## src/core/emt_pkg.sv

```systemverilog
// Constants for the eight bit modulo timer
package emt_pkg;
	localparam logic [7:0] EMT_RF_CTRL      = 8'h33;
	localparam logic [7:0] EMT_RF_IRQ       = 8'h3f;
	localparam logic [7:0] EMT_PR_COUNT     = 8'h05;
	localparam logic [7:0] EMT_PR_MATCH     = 8'h06;
	localparam int         EMT_RUN_BIT      = 3;
	localparam int         EMT_CLR_BIT      = 2;
	localparam int         EMT_SEL_HI       = 1;
	localparam int         EMT_SEL_LO       = 0;
	localparam int         EMT_FLAG_BIT     = 0;
	localparam logic [3:0] EMT_CTRL_RESET   = 4'h8;
	localparam logic [7:0] EMT_COUNT_RESET  = 8'h00;
	localparam logic [7:0] EMT_MATCH_RESET  = 8'hff;
	localparam logic [1:0] EMT_SEL_DIV32    = 2'h0;
	localparam logic [1:0] EMT_SEL_DIV64    = 2'h1;
	localparam logic [1:0] EMT_SEL_DIV256   = 2'h2;
	localparam logic [1:0] EMT_SEL_EXT      = 2'h3;
	localparam logic [7:0] EMT_DIV32_MASK   = 8'h1f;
	localparam logic [7:0] EMT_DIV64_MASK   = 8'h3f;
	localparam logic [7:0] EMT_DIV256_MASK  = 8'hff;
endpackage

```

## src/core/emt_timer.sv

```systemverilog
// Eight bit modulo timer with control nibble and data buffer access
`timescale 1ns/1ps

// What this block does
// - Control bit 3 at 33H runs the counter; writing bit 2 clears it.
// - Control bits 1 and 0 select the counter clock source.
// - Count reads at peripheral 05H; writes to the counter are ignored.
// - Match value written at peripheral 06H; reading it gives nothing back.
// - Count equal to a nonzero match value while running sets match flag, bit 0 at 3FH.
// - Built from counter, match register, comparator and clock selector.
// - Run bit low stops the counter; only a bit 2 clear write still changes it.
module emt_timer
	import emt_pkg::*;
(
	input  wire logic       clk_sys,
	input  wire logic       srst,
	input  wire logic       rfWrite,
	input  wire logic [7:0] rfAddr,
	input  wire logic [3:0] rfWriteData,
	output logic      [3:0] rfReadData,
	input  wire logic       peripheralWriteOp,
	input  wire logic       peripheralReadOp,
	input  wire logic [7:0] periphAddr,
	input  wire logic [7:0] peripheralDataBufferIn,
	output logic      [7:0] peripheralDataBufferOut,
	input  wire logic       carrierClockPin,
	output logic            timerMatchFlag
);

	// ************************************************************
	// State
	// ************************************************************
	typedef struct packed {
		logic       countRunBit;
		logic [1:0] clockSelect;
		logic [7:0] timerCountValue;
		logic [7:0] matchLimitValue;
		logic [7:0] prescale;
		logic       matchFlag;
		logic [1:0] extSync;
		logic       extPrev;
		logic [3:0] rfRead;
		logic [7:0] dbfRead;
	} emt_state_t;

	// Reset image of all state
	localparam emt_state_t EMT_RESET_STATE = '{
		countRunBit:     EMT_CTRL_RESET[EMT_RUN_BIT],
		clockSelect:     {EMT_CTRL_RESET[EMT_SEL_HI], EMT_CTRL_RESET[EMT_SEL_LO]},
		timerCountValue: EMT_COUNT_RESET,
		matchLimitValue: EMT_MATCH_RESET,
		prescale:        '0,
		matchFlag:       1'b0,
		extSync:         '0,
		extPrev:         1'b0,
		rfRead:          '0,
		dbfRead:         '0
	};

	emt_state_t state;
	emt_state_t next_state;
	logic       tick;
	logic       matchNow;
	logic       clrWrite;
	logic       ctrlWrite;
	logic       irqClrWrite;

	// ************************************************************
	// Next state
	// ************************************************************
	always_comb
	begin
		next_state = state;
		next_state.prescale = state.prescale + 8'h01;
		next_state.extSync = {state.extSync[0], carrierClockPin};
		next_state.extPrev = state.extSync[1];
		ctrlWrite = rfWrite && (rfAddr == EMT_RF_CTRL);
		clrWrite = ctrlWrite && rfWriteData[EMT_CLR_BIT];
		irqClrWrite = rfWrite && (rfAddr == EMT_RF_IRQ) && !rfWriteData[EMT_FLAG_BIT];
		// Clock source selector
		unique case (state.clockSelect)
			EMT_SEL_DIV32:  tick = (state.prescale & EMT_DIV32_MASK) == EMT_DIV32_MASK;
			EMT_SEL_DIV64:  tick = (state.prescale & EMT_DIV64_MASK) == EMT_DIV64_MASK;
			EMT_SEL_DIV256: tick = (state.prescale & EMT_DIV256_MASK) == EMT_DIV256_MASK;
			EMT_SEL_EXT:    tick = state.extPrev && !state.extSync[1];
		endcase
		matchNow = state.timerCountValue == state.matchLimitValue;
		if (state.countRunBit && tick)
		begin
			if (matchNow)
			begin
				next_state.timerCountValue = EMT_COUNT_RESET;
			end
			else
			begin
				next_state.timerCountValue = state.timerCountValue + 8'h01;
			end
		end
		// Match flag, a set beats a clear
		if (state.countRunBit && matchNow && state.matchLimitValue != EMT_COUNT_RESET)
		begin
			next_state.matchFlag = 1'b1;
		end
		else if (clrWrite || irqClrWrite)
		begin
			next_state.matchFlag = 1'b0;
		end
		if (ctrlWrite)
		begin
			next_state.countRunBit = rfWriteData[EMT_RUN_BIT];
			next_state.clockSelect = {rfWriteData[EMT_SEL_HI], rfWriteData[EMT_SEL_LO]};
		end
		if (clrWrite)
		begin
			next_state.timerCountValue = EMT_COUNT_RESET;
		end
		if (peripheralWriteOp && periphAddr == EMT_PR_MATCH)
		begin
			next_state.matchLimitValue = peripheralDataBufferIn;
		end
		// Read paths, registered for both buses
		if (rfAddr == EMT_RF_CTRL)
		begin
			next_state.rfRead = {state.countRunBit, 1'b0, state.clockSelect};
		end
		else if (rfAddr == EMT_RF_IRQ)
		begin
			next_state.rfRead = {3'h0, state.matchFlag};
		end
		else
		begin
			next_state.rfRead = 4'h0;
		end
		if (peripheralReadOp && periphAddr == EMT_PR_COUNT)
		begin
			next_state.dbfRead = state.timerCountValue;
		end
		else if (peripheralReadOp)
		begin
			next_state.dbfRead = 8'h00;
		end
	end

	always_ff @(posedge clk_sys)
	begin
		if (srst)
		begin
			state <= EMT_RESET_STATE;
		end
		else
		begin
			state <= next_state;
		end
	end

	// ************************************************************
	// Outputs
	// ************************************************************
	assign rfReadData = state.rfRead;
	assign peripheralDataBufferOut = state.dbfRead;
	assign timerMatchFlag = state.matchFlag;

	// ************************************************************
	// Checks
	// ************************************************************
	AST_CLEAR: assert property (@(posedge clk_sys) disable iff (srst)
		clrWrite |=> state.timerCountValue == EMT_COUNT_RESET)
		else $error("Count not cleared");
	AST_HOLD: assert property (@(posedge clk_sys) disable iff (srst)
		(!state.countRunBit && !clrWrite) |=> $stable(state.timerCountValue))
		else $error("Count moved while stopped");
	AST_DIV32: assert property (@(posedge clk_sys) disable iff (srst)
		(state.clockSelect == EMT_SEL_DIV32 && state.countRunBit && !ctrlWrite
			&& (state.prescale & EMT_DIV32_MASK) != EMT_DIV32_MASK)
		|=> $stable(state.timerCountValue))
		else $error("Count moved off its tick");
	AST_READ: assert property (@(posedge clk_sys) disable iff (srst)
		(peripheralReadOp && periphAddr == EMT_PR_COUNT) |=> peripheralDataBufferOut == $past(state.timerCountValue))
		else $error("Count read wrong");
	AST_NOLOAD: assert property (@(posedge clk_sys) disable iff (srst)
		(peripheralReadOp && periphAddr == EMT_PR_MATCH) |=> peripheralDataBufferOut == 8'h00)
		else $error("Match value leaked");
	AST_FLAG: assert property (@(posedge clk_sys) disable iff (srst)
		(state.countRunBit && matchNow && state.matchLimitValue != 8'h00) |=> timerMatchFlag)
		else $error("Match flag not set");
	AST_WRAP: assert property (@(posedge clk_sys) disable iff (srst)
		(state.countRunBit && tick && matchNow && !clrWrite) |=> state.timerCountValue == 8'h00)
		else $error("Counter did not wrap");
	AST_MATCHWR: assert property (@(posedge clk_sys) disable iff (srst)
		(peripheralWriteOp && periphAddr == EMT_PR_MATCH) |=> state.matchLimitValue == $past(peripheralDataBufferIn))
		else $error("Match value not stored");
	AST_STEP: assert property (@(posedge clk_sys) disable iff (srst)
		(state.countRunBit && tick && !matchNow && !clrWrite)
		|=> state.timerCountValue == $past(state.timerCountValue) + 8'h01)
		else $error("Count did not step");
	AST_EXTHOLD: assert property (@(posedge clk_sys) disable iff (srst)
		(state.clockSelect == EMT_SEL_EXT && state.countRunBit && !ctrlWrite
			&& !(state.extPrev && !state.extSync[1]))
		|=> $stable(state.timerCountValue))
		else $error("Count moved without a pin edge");
	AST_NOCNTWR: assert property (@(posedge clk_sys) disable iff (srst)
		(peripheralWriteOp && periphAddr == EMT_PR_COUNT && !tick && !clrWrite)
		|=> $stable(state.timerCountValue))
		else $error("Count was loaded");
	AST_RUNWR: assert property (@(posedge clk_sys) disable iff (srst)
		ctrlWrite |=> state.countRunBit == $past(rfWriteData[EMT_RUN_BIT]))
		else $error("Run bit not taken");
	AST_CLRREAD: assert property (@(posedge clk_sys) disable iff (srst)
		(rfAddr == EMT_RF_CTRL) |=> !rfReadData[EMT_CLR_BIT])
		else $error("Clear bit read back as set");
	AST_FLAGCLR: assert property (@(posedge clk_sys) disable iff (srst)
		((clrWrite || irqClrWrite)
			&& !(state.countRunBit && matchNow && state.matchLimitValue != EMT_COUNT_RESET))
		|=> !timerMatchFlag)
		else $error("Match flag not cleared");
	AST_FLAGKEEP: assert property (@(posedge clk_sys) disable iff (srst)
		(timerMatchFlag && !clrWrite && !irqClrWrite) |=> timerMatchFlag)
		else $error("Match flag dropped");
	AST_RFIRQ: assert property (@(posedge clk_sys) disable iff (srst)
		(rfAddr == EMT_RF_IRQ) |=> rfReadData[EMT_FLAG_BIT] == $past(timerMatchFlag))
		else $error("Match flag read wrong");

	// ************************************************************
	// Cover points
	// ************************************************************
	COV_MATCH: cover property (@(posedge clk_sys) disable iff (srst) $rose(timerMatchFlag));
	COV_EXT: cover property (@(posedge clk_sys) disable iff (srst) state.clockSelect == EMT_SEL_EXT && tick);
	COV_CLR: cover property (@(posedge clk_sys) disable iff (srst) clrWrite && state.timerCountValue != 8'h00);
	COV_WRAP: cover property (@(posedge clk_sys) disable iff (srst) state.countRunBit && tick && matchNow);
	COV_IRQCLR: cover property (@(posedge clk_sys) disable iff (srst) irqClrWrite && timerMatchFlag);

endmodule

```

## config.mk

```make
export PLATFORM = sky130hd
export DESIGN_NAME = emt_timer
export DESIGN_NICKNAME = d
export VERILOG_FILES = /design/src/core/emt_pkg.sv /design/src/core/emt_timer.sv
export SDC_FILE = /design/constraint.sdc
export NUM_CORES = 1
export LEC_CHECK = 0
export ABC_CLOCK_PERIOD_IN_PS = 1850
export BUFFER_PORTS_ARGS = -buffer_cell sky130_fd_sc_hd__buf_2
export CORE_MARGIN = 4
export CORE_UTILIZATION = 45
export DETAILED_ROUTE_END_ITERATION = 16
export PLACE_DENSITY = 0.74
export SYNTH_ARGS = -nofsm -noshare
export SYNTH_HDL_FRONTEND = slang
export SYNTH_SLANG_ARGS = --single-unit
```

## constraint.sdc

```tcl
create_clock -name clk_sys -period 1.85 [get_ports clk_sys]
set_input_delay 0.4625 -clock clk_sys [delete_from_list [all_inputs] [get_ports clk_sys]]
set_output_delay 0.4625 -clock clk_sys [all_outputs]
set_load 0.02 [all_outputs]
```

==> reports/qor.yml, run 1 <==
power:
  clock_power_share_pct: 41.6
  p_leak_nw: 0.9858
  ir_drop_v: 0.0004819
  power_frac_comb_pct: 5.2
  power_density_mw_per_mm2: 722.2
  power_w: 0.001727
  switching_power_w: 0.0003680
  seqPwrFrac_pct: 53.1
  p_int_w: 0.001359
  p_sw_share_pct: 21.31
floorplan:
  die-area_mm2: 0.005546
  start_util_pct: 47.98
  die_h_um: 74.47
  ios: 47
  num_rows: 23
  die_w_um: 74.47
  core_mm2: 0.004144
clock_network:
  clockBufferDepth: 2
  clock_latency_ns: 0.29
  htreeDepth: 2
  cts_buffers: 5
  cts_sinks: 42
  cts_tree: "built"
  clk_pin_slew_ns: 0.08
  cts_hold_buf: 0
  clockRootBuffer: "clkbuf_8"
logic_synthesis:
  ys_ff_latch: 42
  syn_inst: 234
  yosysSeqAreaShare_pct: 42.29
  ys_types: 33
  syn_area_per_cell_um2: 8.496
  synth_fp_nets: 271
  ys_warn_count: 0
  netlist_area_mm2: 0.001988
global_routing:
  grtUsageTotal_pct: 15.11
  grt_pass1_vias: 1662
  grt_pass1_wl_um: 6699
  grt_max_degree: 16
  gr-total-overflow: 0
  antenna_found_initial: 0
sta:
  slew_violations: 0
  period_minus_slack_ns: 1.719
  period_share_pct: 92.91
  max_freq_ghz: 0.5818
  hold_ws_ns: 0.3868
  setup_viol: 0
  report.final.hold_viol_count: 0
  finClkSkew_ns: 0.008072
flow_run:
  drv_cap: 0
placed_design:
  portBuffers: 45
  place_hpwl_um: 3039
  place.gp.congestion: 0.7449
critical_path:
  cp_data_arrival_time_ns: 1.89
  slowest_delay_ns: 0.32
  critPathBufInv: 0
  start_kind: "flop"
  crit_type: "reg -> reg"
  path_max_fanout: 8
  cp_data_required_time_ns: 2.02
  cp_top_family: "compound AO/OA/AOI/OAI gates"
  crit_top_cell: "ha_1"
  crit_chain: "ha_1, and3_1, ha_1, nor2b_1, o21a_1, o22a_2, nand4b_1, a21oi_1"
  slowest_stage: "dfxtp_1"
  cp-end-kind: "flop"
final_layout:
  antenna_cells: 0
  nNetsFinal: 320
  area_growth_pct: 20.26
  layout-drive-gt1-share_pct: 26.41
detailed_routing:
  wl_um: 4075
  wl_per_cell_um: 12.20
  drc: 0
  drt_iter0_markers: 68
  drtAntennaViolNets: 0
  via_count: 1764
  dr.pass1.iters: 4
  routed_via_density: 5.281
min_path:
  min_path_type: "in -> reg"
outcome:
  status: "finished, final reports clean"
synth_stat cells:
cell       count  area [um^2]
dfxtp_1       42        840.8
nor2_1        23        86.33
a21oi_1       19        95.09
nand2_1       18        67.56
nor2b_1       17        106.4
nand3_1       15        75.07
buf_4         12        90.09
xor2_1         9        78.83
a211o_1        8        70.07
inv_1          8        30.03
nor4_1         7        43.79
and3_1         6        37.54
nand4_1        6        37.54
nand3b_1       5        37.54
nand4b_1       5        43.79
nor3_1         5        25.02
clkbuf_1       4        15.01
o21ai_0        4        20.02
ha_1           3        37.54
xnor2_1        3        26.28
o22ai_1        2        12.51
or3_1          2        12.51
a21boi_0       1        7.510
buf_2          1        5.000
buf_6          1        11.26
buf_8          1        15.01
conb_1         1        3.750
nand2b_1       1        6.260
nand3_2        1        10.01
nor4b_2        1        15.01
o2111ai_1      1        8.760
o21a_1         1        7.510
o22a_1         1        8.760
cell type report:
type / instances / area, um^2
Multi-Input combinational cell: 165 / 998.5
Sequential cell: 42 / 840.8
Timing Repair Buffer: 61 / 345.3
Tap cell: 50 / 62.56
Fill cell: 415 / 1753
Inverter: 8 / 30.03
Clock buffer: 5 / 68.82
Clock inverter: 3 / 45.04
power by group through the flow:
| stage | Combinational, W | Clock (W) | Sequential, W |
|---|---|---|---|
| floorplan | 0.0000373 | 0 | 0.000938 |
| global placement | 0.0000894 | 0 | 0.000939 |
| detailed placement | 0.0000907 | 0 | 0.000939 |
| CTS | 0.0000915 | 0.000736 | 0.000918 |
| global route | 0.000104 | 0.000769 | 0.000919 |
| finish | 0.0000902 | 0.000719 | 0.000918 |
cell families after synthesis:
logic type	count (synthesis)	synth area share, %
other	1	0.1886
AOI/OAI and AO/OA	37	11.58
adders and majority gates	3	1.888
buffers and inverters	27	8.370
xor gates and xnor gates	12	5.287
and+or+nand+nor	112	30.40
DFF	42	42.29
path summary, 6_finish.rpt:
path	startpoint	endpoint	slack, ns	depth (start not counted)
max	state[16]$_SDFF_PP0_	state[34]$_SDFFE_PP0P_	0.13	8
max reg2reg	state[16]$_SDFF_PP0_	state[34]$_SDFFE_PP0P_	0.13	8
min reg2reg	next_state[14]$_SDFF_PP0_	next_state[12]$_SDFF_PP0_	0.44	1
min	carrierClockPin	next_state[14]$_SDFF_PP0_	0.39	2
registers in the layout, summed over array words and instances, names as in the netlist:
signal	cells
timerMatchFlag	1
state	28
next_state	2
peripheralDataBufferOut	8
rfReadData	3
layer usage:
metal | vias to the layer above | track usage, % | wire [um]
met5 | - | 0 | 0
met4 | 0 | 3.360 | 28
met3 | 3 | 3.784 | 196
met2 | 37 | 27.22 | 2127
met1 | 819 | 18.05 | 1723
li1 | 905 | - | -
stage by stage:
step           area, um^2  worst slack (ns)  setup TNS [ns]  util (%)  instances
2_1_floorplan        1988           0.02909               0         -        234
3_3_place_gp         2260          -0.05186         -0.4070     54.53        326
3_5_place_dp         2260           -0.1158         -0.8587     54.53        326
4_1_cts              2374            0.1130               0     57.28        334
5_1_grt              2391          -0.03553        -0.03750     57.70        334
6_report             2391            0.1312               0     57.70        334
timing repair:
item	4_1_cts	5_1_grt
resized for setup	0	4
setup endpoints to repair	0	5
buffers inserted	0	0
layout by cell type (no fill, tap or decap):
cell type,instances
xnor2_1,3
nor3_2,2
dfxtp_1,42
nand4b_1,5
or3_1,2
nand4_1,6
xor2_1,9
o22a_2,1
and3_1,6
bufinv_16,1
o21a_1,1
nand3b_1,5
o22ai_1,1
a21oi_1,19
nor4_1,7
clkbuf_8,5
nand2b_1,1
buf_2,45
nor3_1,3
inv_1,8
nand2_1,18
nor2_1,23
nor4b_2,1
nand3_1,15
o22ai_2,1
a211o_1,8
o2111ai_1,1
conb_1,1
nor2b_1,17
nand3_2,1
a21boi_0,1
o21ai_0,4
ha_1,3
clkinvlp_4,2
buf_4,16
Power figures use the tool's default switching activity.
==> run 2, diff against run 1 <==
- CORE_ASPECT_RATIO: unset -> 0.7
==> reports/qor.yml, run 2 (synthesis results as in run 1) <==
floorplan:
  ios: 47  # unchanged
  num_rows: 19  # -17%
  die-area_mm2: 0.005562  # +0.30%
  die_w_um: 87.45  # +17%
  die_h_um: 63.61  # -15%
  start_util_pct: 48.62  # +0.65 points
  core_mm2: 0.004089  # -1.3%
detailed_routing:
  via_count: 1738  # -1.5%
  wl_um: 4246  # +4.2%
  routed_via_density: 5.157  # -2.4%
  drt_iter0_markers: 144  # +110%
  dr.pass1.iters: 4  # unchanged
  drtAntennaViolNets: 0  # unchanged
  wl_per_cell_um: 12.60  # +3.3%
  drc: 0  # unchanged
clock_network:
  cts_tree: "built"
  cts_hold_buf: 0  # unchanged
  clock_latency_ns: 0.29  # about the same
  cts_sinks: 42  # unchanged
  clk_pin_slew_ns: 0.08  # about the same
  cts_buffers: 5  # unchanged
  htreeDepth: 2  # unchanged
  clockBufferDepth: 2  # unchanged
  clockRootBuffer: "clkbuf_8"
final_layout:
  antenna_cells: 0  # unchanged
  stdcell_count: 337  # +0.90%
  area_growth_pct: 20.08
  largest_register_ffs: 28  # unchanged
  fillCellCount: 384  # -7.5%
  multi_input_area_um2: 984.7  # -1.4%
  seqCellArea_um2: 842.1  # +0.15%
  layout-drive-gt1-share_pct: 26.32  # -0.093 points
  mostFrequentLayoutCell: "buf_2"
  nNetsFinal: 321  # +0.31%
  final_cell_mix: "buf_2, dfxtp_1, nor2_1"
  largest_register: "state"
global_routing:
  grt_pass1_vias: 1524  # -8.3%
  grtUsageTotal_pct: 15.77  # +0.66 points
  antenna_found_initial: 0  # unchanged
  gr-total-overflow: 0  # unchanged
  grt_max_degree: 23  # +7
  grt_pass1_wl_um: 7024  # +4.9%
placed_design:
  place.gp.congestion: 0.8228  # +10%
  place_hpwl_um: 3182  # +4.7%
  portBuffers: 45  # unchanged
  dp.cells: 328  # +0.61%
flow_run:
  drv_cap: 0  # unchanged
critical_path:
  r2r_slack_ns: 0.11  # -0.02 ns
  crit_type: "reg -> reg"
  cp_data_arrival_time_ns: 1.97  # +0.08 ns
  cp-end-kind: "flop"
  start_kind: "flop"
  cp_data_required_time_ns: 2.08  # +0.06 ns
  path_max_fanout: 8  # unchanged
power:
  p_leak_nw: 1.001  # +1.6%
  power_density_mw_per_mm2: 721.8  # about the same
  ir_drop_v: 0.0006927  # +44%
sta:
  slew_violations: 0  # unchanged
  setup_viol: 0  # unchanged
  period_minus_slack_ns: 1.737  # +0.01784 ns
  hold_ws_ns: 0.3805  # -0.006352 ns
  max_freq_ghz: 0.5758  # -1.0%
  period_share_pct: 93.88  # +0.96 points
  setup_tns_ns: 0  # unchanged
  report.final.hold_viol_count: 0  # unchanged
  rsz0062_at_grt: "no"
  finClkSkew_ns: 0.005177  # -0.002895 ns
outcome:
  status: "finished, final reports clean"
min_path:
  min_path_type: "in -> reg"
-- run 2: area by class of cell --
type	instances	area share [%]
clock buffers	5	2.883
clock inverters	3	1.834
inverters	8	1.258
multi-input cells	165	41.25
flip-flops and latches	42	35.27
well taps	52	2.725
repair buffers	62	14.78
-- run 2: per-layer routing --
| metal | share of wire (%) | track usage, % | vias to the layer above | wire length [um] |
|---|---|---|---|---|
| met4 | 1.2 | 4.215 | 0 | 50 |
| met1 | 54 | 24.64 | 766 | 2288 |
| met5 | 0 | 0 | - | 0 |
| met2 | 37 | 20.30 | 59 | 1571 |
| met3 | 7.9 | 4.818 | 4 | 336 |
| li1 | - | - | 909 | - |
-- run 2: what timing repair did --
action / in CTS / in global routing
setup buffers: 0 / 1
gates resized for setup: 0 / 4
setup endpoints to repair: 0 / 8
-- run 2: worst max-delay path, stage by stage, from the launching register on --
cell     delay, ns
dfxtp_2       0.33
ha_1          0.20
and3_1        0.15
ha_1          0.17
nor2b_1       0.13
o21a_1        0.18
o22ai_1       0.11
buf_4         0.18
buf_4         0.11
nand3_1       0.06
nand3_1       0.08
-- run 2: path summary, 6_finish.rpt --
path / from / end / cells after the start
worst min register to register: next_state[14]$_SDFF_PP0_ / next_state[12]$_SDFF_PP0_ / 1
worst max register to register: state[16]$_SDFF_PP0_ / state[39]$_SDFFE_PP0P_ / 10
worst max-delay path: state[16]$_SDFF_PP0_ / state[39]$_SDFFE_PP0P_ / 10
worst min-delay path: carrierClockPin / next_state[14]$_SDFF_PP0_ / 2
-- run 2: report_power, final --
part / switching, W / internal, W / total (W)
Combinational: 0.0000443 / 0.0000440 / 0.0000883
Sequential: 0.00000602 / 0.000912 / 0.000918
Clock: 0.000312 / 0.000404 / 0.000717
Total: 0.000363 / 0.00136 / 0.00172
-- run 2: through the flow --
stage	util (%)	power [W]	instance area, um^2	setup slack (ns)
2_1_floorplan	-	0.0009756	1988	0.02909
3_3_place_gp	55.32	0.001027	2262	-0.02803
3_5_place_dp	55.32	0.001027	2262	-0.05305
4_1_cts	58.08	0.001740	2375	0.06696
5_1_grt	58.38	0.001789	2387	0.01392
6_report	58.38	0.001723	2387	0.1133
